## src/wptm_pkg.sv

```systemverilog
package wptm_pkg;
   // register byte offsets on the avalon slave
   localparam logic [5:0] OFS_CTRL = 6'h00;
   localparam logic [5:0] OFS_MIN_WEIGHT = 6'h04;
   localparam logic [5:0] OFS_THRESHOLD = 6'h08;
   localparam logic [5:0] OFS_REARM = 6'h0C;
   localparam logic [5:0] OFS_DET_MIN = 6'h10;
   localparam logic [5:0] OFS_SAFETY = 6'h14;
   localparam logic [5:0] OFS_TOLERANCE = 6'h18;
   localparam logic [5:0] OFS_FACTORED = 6'h1C;
   localparam logic [5:0] OFS_STATUS = 6'h20;
   localparam logic [5:0] OFS_MW_CFG = 6'h24;
   // control register fields
   localparam int CTRL_INTERLOCK = 0;
   localparam int CTRL_AUTO = 1;
   localparam int CTRL_DEVIATION = 2;
   localparam int CTRL_MOTION_CHK = 3;
   localparam logic [3:0] CTRL_RESET = 4'h0;
   // min-weight config fields
   localparam int MWC_SEL_FACTORED = 0;
   localparam int MWC_BEHAV_LSB = 1;
   // status fields
   localparam int ST_IL_ARMED = 0;
   localparam int ST_AUTO_ARMED = 1;
   localparam int ST_MW_ACTIVE = 2;
   localparam int ST_MW_VIOL = 3;
   localparam int ST_IL_REARM_MET = 4;
   localparam int ST_PEND = 5;
   // setting limits and reset values
   localparam logic [3:0] SAFETY_MIN = 4'h1;
   localparam logic [3:0] SAFETY_MAX = 4'hA;
   localparam logic [3:0] SAFETY_RESET = 4'h1;
   localparam logic [6:0] TOL_MAX = 7'h64;
   localparam logic [6:0] TOL_RESET = 7'h00;

   // violation display behaviour
   typedef enum logic [1:0] {
      BEHAV_ICON = 2'b00,
      BEHAV_GREY = 2'b01,
      BEHAV_HIDE = 2'b10
   } wptm_behav_e;
   localparam logic MWC_SEL_RESET = 1'b1;

   // user privilege levels presented with each bus access
   typedef enum logic [1:0] {
      USR_ADMIN = 2'b00,
      USR_SUPERVISOR = 2'b01,
      USR_OPERATOR = 2'b10
   } wptm_user_e;
endpackage

```

## src/wptm_top.sv

```systemverilog
// Chosen here: the placing of the registers and register access over Avalon-MM.
`timescale 1ns/1ns
module wptm_top import wptm_pkg::*; #(
   parameter int WGT_W = 24
) (
   input wire logic CLOCK_I,
   input wire logic SRST_I,
   input wire logic [5:0] AVS_ADDRESS_I,
   input wire logic AVS_READ_I,
   input wire logic AVS_WRITE_I,
   input wire logic [31:0] AVS_WRITEDATA_I,
   input wire logic [3:0] AVS_BYTEENABLE_I,
   input wire logic [1:0] USER_LEVEL_I,
   output logic [31:0] AVS_READDATA_O,
   output logic AVS_WAITREQUEST_O,
   input wire logic SAMPLE_VALID_I,
   input wire logic signed [WGT_W-1:0] GROSS_WEIGHT_I,
   input wire logic signed [WGT_W-1:0] NET_WEIGHT_I,
   input wire logic NO_MOTION_I,
   input wire logic PRINT_REQ_I,
   output logic OUTPUT_FIRE_O,
   output logic OUTPUT_AUTO_O,
   output logic REQ_REFUSED_O,
   output logic MW_ACTIVE_O,
   output logic MW_VIOLATION_O,
   output logic MW_ICON_FLICKER_O,
   output logic MW_WEIGHT_GREY_O,
   output logic MW_WEIGHT_HIDE_O
);
   localparam int FW = WGT_W + 4;

   // the factored product and the 32-bit bus word must both fit
   if (WGT_W < 8 || WGT_W > 28) begin : g_width_chk
      $error("wptm_top: WGT_W must lie in 8..28");
   end

   // bus slave state
   logic ack_q, ack_d;
   logic [31:0] rdata_q, rdata_d;
   // settings
   logic [3:0] ctrl_q, ctrl_d;
   logic [WGT_W-1:0] min_w_q, min_w_d, thr_q, thr_d, rearm_q, rearm_d, det_q, det_d;
   logic [3:0] sf_q, sf_d;
   logic [6:0] tol_q, tol_d;
   logic sel_fact_q, sel_fact_d;
   wptm_behav_e behav_q, behav_d;
   logic [FW-1:0] fact_q, fact_d;
   // trigger state
   logic il_armed_q, il_armed_d, il_met_q, il_met_d, auto_armed_q, auto_armed_d;
   logic pend_q, pend_d;
   logic signed [WGT_W-1:0] ref_q, ref_d;
   logic fire_q, fire_d, auto_q, auto_d, refused_q, refused_d;
   logic viol_q, viol_d, active_q, active_d;

   logic req, wr_en, mw_wr_ok;
   logic [31:0] mask, cur_word, wword;
   logic signed [WGT_W:0] gross_x, min_x, thr_x, rearm_x, diff, adiff;
   logic above_min, above_zero, settled, rearm_hit, dev_mode;
   logic auto_go, demand_go, any_go, il_ready;
   logic signed [FW:0] net_x, mw_thr_x;

   // one wait cycle per access: data is prepared, then waitrequest drops
   assign req = AVS_READ_I | AVS_WRITE_I;
   assign AVS_WAITREQUEST_O = req & ~ack_q;
   assign wr_en = AVS_WRITE_I & ack_q;
   assign mw_wr_ok = (USER_LEVEL_I == USR_ADMIN) || (USER_LEVEL_I == USR_SUPERVISOR);
   assign mask = {{8{AVS_BYTEENABLE_I[3]}}, {8{AVS_BYTEENABLE_I[2]}},
                  {8{AVS_BYTEENABLE_I[1]}}, {8{AVS_BYTEENABLE_I[0]}}};
   assign wword = (cur_word & ~mask) | (AVS_WRITEDATA_I & mask);

   // register read mux; unmapped offsets read as zero
   always_comb begin
      cur_word = 32'h0000_0000;
      case (AVS_ADDRESS_I & 6'h3C)
         OFS_CTRL: cur_word = {28'h000_0000, ctrl_q};
         OFS_MIN_WEIGHT: cur_word = 32'(min_w_q);
         OFS_THRESHOLD: cur_word = 32'(thr_q);
         OFS_REARM: cur_word = 32'(rearm_q);
         OFS_DET_MIN: cur_word = 32'(det_q);
         OFS_SAFETY: cur_word = {28'h000_0000, sf_q};
         OFS_TOLERANCE: cur_word = {25'h000_0000, tol_q};
         OFS_FACTORED: cur_word = 32'(fact_q);
         OFS_STATUS: cur_word = {26'h000_0000, pend_q, il_met_q, viol_q, active_q,
                                 auto_armed_q, il_armed_q};
         OFS_MW_CFG: cur_word = {29'h0000_0000, behav_q, sel_fact_q};
         default: cur_word = 32'h0000_0000;
      endcase
   end

   // bus handshake and register writes
   always_comb begin
      ack_d = req & ~ack_q;
      rdata_d = rdata_q;
      if (AVS_READ_I && !ack_q) begin
         rdata_d = cur_word;
      end
      ctrl_d = ctrl_q;
      min_w_d = min_w_q;
      thr_d = thr_q;
      rearm_d = rearm_q;
      det_d = det_q;
      sf_d = sf_q;
      tol_d = tol_q;
      sel_fact_d = sel_fact_q;
      behav_d = behav_q;
      if (wr_en) begin
         case (AVS_ADDRESS_I & 6'h3C)
            OFS_CTRL: ctrl_d = wword[3:0];
            OFS_MIN_WEIGHT: min_w_d = wword[WGT_W-1:0];
            OFS_THRESHOLD: thr_d = wword[WGT_W-1:0];
            OFS_REARM: rearm_d = wword[WGT_W-1:0];
            OFS_DET_MIN: begin
               if (mw_wr_ok) begin
                  det_d = wword[WGT_W-1:0];
               end
            end
            OFS_SAFETY: begin
               // out-of-range factors are dropped, old value kept
               if (mw_wr_ok && wword[31:4] == 28'h000_0000 && wword[3:0] >= SAFETY_MIN
                   && wword[3:0] <= SAFETY_MAX) begin
                  sf_d = wword[3:0];
               end
            end
            OFS_TOLERANCE: begin
               if (mw_wr_ok && wword[31:7] == 25'h000_0000 && wword[6:0] <= TOL_MAX) begin
                  tol_d = wword[6:0];
               end
            end
            OFS_MW_CFG: begin
               // code 2'b11 names no behaviour and is refused
               if (mw_wr_ok && wword[2:1] != 2'b11) begin
                  sel_fact_d = wword[MWC_SEL_FACTORED];
                  behav_d = wptm_behav_e'(wword[2:1]);
               end
            end
            default: ctrl_d = ctrl_q;
         endcase
      end
      fact_d = FW'(det_q) * FW'(sf_q);
   end

   always_ff @(posedge CLOCK_I) begin
      if (SRST_I) begin
         ack_q <= 1'b0;
         rdata_q <= 32'h0000_0000;
         ctrl_q <= CTRL_RESET;
         min_w_q <= '0;
         thr_q <= '0;
         rearm_q <= '0;
         det_q <= '0;
         sf_q <= SAFETY_RESET;
         tol_q <= TOL_RESET;
         sel_fact_q <= MWC_SEL_RESET;
         behav_q <= BEHAV_GREY;
         fact_q <= '0;
      end else begin
         ack_q <= ack_d;
         rdata_q <= rdata_d;
         ctrl_q <= ctrl_d;
         min_w_q <= min_w_d;
         thr_q <= thr_d;
         rearm_q <= rearm_d;
         det_q <= det_d;
         sf_q <= sf_d;
         tol_q <= tol_d;
         sel_fact_q <= sel_fact_d;
         behav_q <= behav_d;
         fact_q <= fact_d;
      end
   end
   assign AVS_READDATA_O = rdata_q;

   // weight comparisons, all on gross weight
   assign gross_x = {GROSS_WEIGHT_I[WGT_W-1], GROSS_WEIGHT_I};
   assign min_x = $signed({1'b0, min_w_q});
   assign thr_x = $signed({1'b0, thr_q});
   assign rearm_x = $signed({1'b0, rearm_q});
   assign dev_mode = ctrl_q[CTRL_DEVIATION];
   assign settled = NO_MOTION_I;
   assign above_min = gross_x >= min_x;
   assign above_zero = gross_x > 0;
   assign diff = gross_x - $signed({ref_q[WGT_W-1], ref_q});
   assign adiff = diff[WGT_W] ? -diff : diff;
   // motion check only applies in return mode
   always_comb begin
      if (dev_mode) begin
         rearm_hit = adiff > rearm_x;
      end else begin
         rearm_hit = (gross_x < rearm_x) &&
                     !(ctrl_q[CTRL_MOTION_CHK] && !settled);
      end
   end
   // the threshold is ignored in deviation mode
   assign auto_go = ctrl_q[CTRL_AUTO] && auto_armed_q && settled && above_zero && above_min
                    && (dev_mode || gross_x > thr_x);
   // the sample that settles above minimum after the rearm event may itself print
   assign il_ready = il_armed_q
                     || ((il_met_q || rearm_hit) && settled && gross_x > min_x);
   assign demand_go = pend_q && settled && above_zero && above_min
                      && (!ctrl_q[CTRL_INTERLOCK] || il_ready);
   assign any_go = auto_go || demand_go;

   // trigger state, evaluated once per weight sample
   always_comb begin
      il_armed_d = il_armed_q;
      il_met_d = il_met_q;
      auto_armed_d = auto_armed_q;
      ref_d = ref_q;
      pend_d = pend_q | PRINT_REQ_I;
      fire_d = 1'b0;
      auto_d = 1'b0;
      refused_d = 1'b0;
      if (SAMPLE_VALID_I) begin
         // a demand waits for the next sample; a request in this cycle survives
         pend_d = PRINT_REQ_I;
         refused_d = pend_q && !demand_go && !auto_go;
         if (any_go) begin
            fire_d = 1'b1;
            auto_d = auto_go;
            ref_d = GROSS_WEIGHT_I;
            il_armed_d = 1'b0;
            il_met_d = 1'b0;
            if (auto_go) begin
               auto_armed_d = 1'b0;
            end
         end else begin
            if (rearm_hit) begin
               auto_armed_d = 1'b1;
               il_met_d = 1'b1;
            end
            // interlock also waits for a settled weight above minimum
            if ((il_met_q || rearm_hit) && settled && gross_x > min_x) begin
               il_armed_d = 1'b1;
            end
         end
      end
   end

   // min-weight check on net weight
   assign net_x = (FW + 1)'(NET_WEIGHT_I);
   assign mw_thr_x = $signed({1'b0, (sel_fact_q ? fact_q : FW'(det_q))});
   always_comb begin
      active_d = det_q != '0;
      viol_d = active_d && (net_x < mw_thr_x);
   end

   always_ff @(posedge CLOCK_I) begin
      if (SRST_I) begin
         il_armed_q <= 1'b1;
         il_met_q <= 1'b0;
         auto_armed_q <= 1'b1;
         pend_q <= 1'b0;
         ref_q <= '0;
         fire_q <= 1'b0;
         auto_q <= 1'b0;
         refused_q <= 1'b0;
         viol_q <= 1'b0;
         active_q <= 1'b0;
      end else begin
         il_armed_q <= il_armed_d;
         il_met_q <= il_met_d;
         auto_armed_q <= auto_armed_d;
         pend_q <= pend_d;
         ref_q <= ref_d;
         fire_q <= fire_d;
         auto_q <= auto_d;
         refused_q <= refused_d;
         viol_q <= viol_d;
         active_q <= active_d;
      end
   end

   // display controls follow the registered violation flag
   assign OUTPUT_FIRE_O = fire_q;
   assign OUTPUT_AUTO_O = auto_q;
   assign REQ_REFUSED_O = refused_q;
   assign MW_ACTIVE_O = active_q;
   assign MW_VIOLATION_O = viol_q;
   assign MW_ICON_FLICKER_O = viol_q;
   assign MW_WEIGHT_GREY_O = viol_q && (behav_q == BEHAV_GREY);
   assign MW_WEIGHT_HIDE_O = viol_q && (behav_q == BEHAV_HIDE);
endmodule
```

## config.mk

```make
export PLATFORM = sky130hd
export DESIGN_NAME = wptm_top
export DESIGN_NICKNAME = d
export VERILOG_FILES = /design/src/wptm_pkg.sv /design/src/wptm_top.sv
export SDC_FILE = /design/constraint.sdc
export NUM_CORES = 1
export LEC_CHECK = 0
export ABC_AREA = 1
export ABC_CLOCK_PERIOD_IN_PS = 10000
export BUFFER_PORTS_ARGS = -buffer_cell sky130_fd_sc_hd__buf_2
export CORE_ASPECT_RATIO = 2
export CORE_UTILIZATION = 35
export DETAILED_ROUTE_END_ITERATION = 10
export PLACE_DENSITY = 0.62
export REMOVE_ABC_BUFFERS = 1
export SLEW_MARGIN = 20
export SYNTH_ARGS = -nofsm -noshare
export SYNTH_HDL_FRONTEND = slang
export SYNTH_SLANG_ARGS = --single-unit
```

## constraint.sdc

```tcl
create_clock -name CLOCK_I -period 10 [get_ports CLOCK_I]
set_input_delay 0.5 -clock CLOCK_I [delete_from_list [all_inputs] [get_ports CLOCK_I]]
set_output_delay 0.5 -clock CLOCK_I [all_outputs]
set_load 0.01 [all_outputs]
```

==> parameters.txt <==
Parameter                              Value

Detailed routing
  Wire length per cell ... 18.7 µm
  Number of vias per cell ... 5.23
  Detailed-route via count ... 17200
  Remaining antenna violation count after routing ... 0
  First-pass detailed-route iteration total ... 5
  Number of DRC markers in iteration 0 ... 780
  Wirelength, routed ... 61500 µm
  Detailed-route DRC error count ... 0

Timing
  Final critical-path share of the clock period ... 60.6%
  Setup TNS ... 0 ns
  Pins over their slew limit ... 0
  Post-route clock skew ... 0.0333 ns
  Final worst-path setup slack ... 3.94 ns
  RSZ-0062 raised after global routing ... no
  Worst Tran Pin Value ... 1.18 ns
  Remaining max-slew budget at the tightest pin ... 20.4%
  Final number of setup-violating endpoints ... 0
  Worst hold margin ... 0.176 ns
  FMAX ... 165 MHz
  Final critical path time including I/O delays and setup ... 6.06 ns
  Number of hold violations in the final report ... 0

Cells and area
  Sequential cell area ... 4090 µm²
  Final-layout fill cell count ... 5109
  Layout Nets ... 2953
  Commonest non-fill, non-tap cell in the layout ... nand2_1
  Final Util ... 39.6%
  Share of layout cells above drive strength 1 ... 8.99%
  Layout Cell Area excl Fill ... 18800 µm²
  Non-Filler Instances ... 3281
  Signed area change from the synthesized netlist to the final layout ... 11.4%
  Area used by multi-input combinational logic ... 10700 µm²
  Leading cell types in the layout, fill and taps excluded ... nand2_1 (528), inv_1 (465), a21oi_1 (257)

Clocking
  H-tree levels ... 1
  CTS tree ... yes
  Clock Latency Late Sink ... 0.55 ns
  Cell at the root of the clock tree ... clkbuf_16
  Clk sinks ... 204
  Buffers inserted during post-CTS setup optimization ... 0
  Maximum buffer depth of the clock tree ... 3
  Register clock-pin slew on the reported worst setup and hold paths ... 0.06 ns
  Hold_buf cts ... 0
  Total clock buffers created by CTS ... 22
  Total of cells resized after clock tree synthesis ... 0

Power
  Sum of internal, switching and leakage power ... 2.11 mW
  Power density normalized to cell area ... 112 nW/µm²
  Static leakage power ... 9.39 nW
  VDD IR-drop max ... 0.0000961 V

Status
  Result of the run ... complete, no violations

Placement
  Instance count after placement with tap cells included ... 3240
  Detailed placer's ending HPWL ... 49700 µm
  Standard cell area after detailed placement ... 18100 µm²
  Global placement routability congestion ... 0.968
  Buffers on Ports ... 132
  Place WS ... 3.47 ns

Synth
  Cell Area, Synth ... 16900 µm²
  Share of async-settable or async-resettable flops after synthesis ... 0%
  Synthesized flop and latch total ... 204
  EDFF count, synth ... 0
  Post-Syn Instances ... 2552
  Register area share after synthesis ... 24.1%
  Library cells used by synthesis ... 58
  Synthesized area per cell ... 6.63 µm²
  Yosys warning count ... 0
  Most used DFF post-synth ... dfxtp_1

Setup path
  Reg-to-reg startpoint ... ref_q[0]
  Largest fanout on the critical path ... 49
  Worst setup path startpoint ... ref_q[0]
  Cell repeated most along the worst path ... nand2_2
  CP Class ... flip-flop to flip-flop
  Type of destination of the critical path ... flip-flop
  Critical Path RT ... 10.40 ns
  CP max stage delay ... 0.58 ns
  Type of element launching the critical path ... flip-flop
  Cell type of the slowest stage on the worst timing path ... nand2_2
  Arrival time reported for the critical path endpoint ... 6.46 ns

Min path
  Classification of the worst-slack hold path ... input pin to flip-flop
  Hold Crit Start ... PRINT_REQ_I

Floorplan
  Number of ports placed on the die boundary ... 140
  Initial Util ... 35.5%
  Core area ... 47600 µm²
  Die Footprint ... 49300 µm²
  Die extent in x ... 157 µm
  Die height ... 313 µm
  Core Rows ... 113

GRT
  First-pass GRT wire length ... 94100 µm
  Antenna violations before repair ... 2
  Via count of the first global-routing pass ... 17300
  Overflow left after global routing ... 0
  Maximum number of pins on one net before global-route repair ... 92
  Overall routing resource usage ... 25.4%

Job
  Max-cap viol count ... 0
[where the power goes]
group	switching [mW]	internal [mW]	leakage, nW
Combinational	0.283	0.143	7.38
Sequential	0.0100	0.827	1.65
Clock	0.377	0.473	0.356
Total	0.670	1.44	9.39
[cell usage after synthesis, types with 11 or more instances]
library cell  number  area share [%]
fa_1              45             5.3
a21oi_1          257             7.6
o21a_1            11            0.49
dfxtp_1          204              24
nor3_1            23            0.68
o211ai_1          16            0.71
xor2_1            20             1.0
clkbuf_1          73             1.6
nor2_1           191             4.2
ha_1             177              13
nand2_1          528              12
inv_1            466              10
nor4_1            15            0.55
o22ai_1           34             1.3
o21ai_0          217             6.4
nand3_1           86             2.5
buf_2             13            0.38
nand4_1           32             1.2
[worst max-delay path: cells and delay by family (launching register included)]
family          cells  cell delay [ns]
simple gates       22             3.50
fa+ha+maj           3             0.87
compound gates      2             0.61
buf+inv             3             0.37
flops               1             0.31
xor+xnor            2             0.26
[state kept, by name, indices dropped and copies added (netlist names)]
register and count:
pend_q 1, OUTPUT_FIRE_O 1, sf_q 4, OUTPUT_AUTO_O 1
min_w_q 24, REQ_REFUSED_O 1, behav_q 2, AVS_READDATA_O 28
rearm_q 24, il_armed_q 1, MW_ICON_FLICKER_O 1, ctrl_q 4
MW_ACTIVE_O 1, sel_fact_q 1, tol_q 7, ack_q 1
fact_q 28, auto_armed_q 1, ref_q 24, det_q 24
il_met_q 1, thr_q 24
[cells by family after synthesis]
family / after synthesis / synth area share, %
compound gates: 601 / 19.6
xor+xnor: 27 / 1.40
fa+ha+maj: 222 / 18.4
buf+inv: 569 / 13.0
flops: 204 / 24.1
mux: 9 / 0.532
other cells: 1 / 0.0222
simple gates: 919 / 22.9
[final timing paths]
check | end | slack (ns) | cells past startpoint
max reg2reg | OUTPUT_FIRE_O | 3.94 | 32
min reg2reg | ref_q[23] | 0.44 | 2
max | OUTPUT_FIRE_O | 3.94 | 32
min | pend_q | 0.18 | 3
[cell type report]
class,instances,share of cell area (%)
clock buffer,29,3.33
multi-input combinational,1782,56.6
tap,632,4.20
timing repair buffer,151,4.26
sequential,204,21.7
inverter,471,9.41
clock inverter,11,0.531
antenna,1,0.0133
[per-layer routing]
| metal | vias to the layer above | share of wire (%) | GRT usage, % | wire [µm] |
|---|---|---|---|---|
| met3 | 240 | 3.9 | 2.59 | 2420 |
| li1 | 8446 | - | - | - |
| met2 | 528 | 51 | 46.6 | 31600 |
| met1 | 7940 | 34 | 23.9 | 20800 |
| met4 | 2 | 11 | 24.6 | 6680 |
| met5 | - | 0.018 | 0 | 11 |
(Power assumes the default switching activity.)
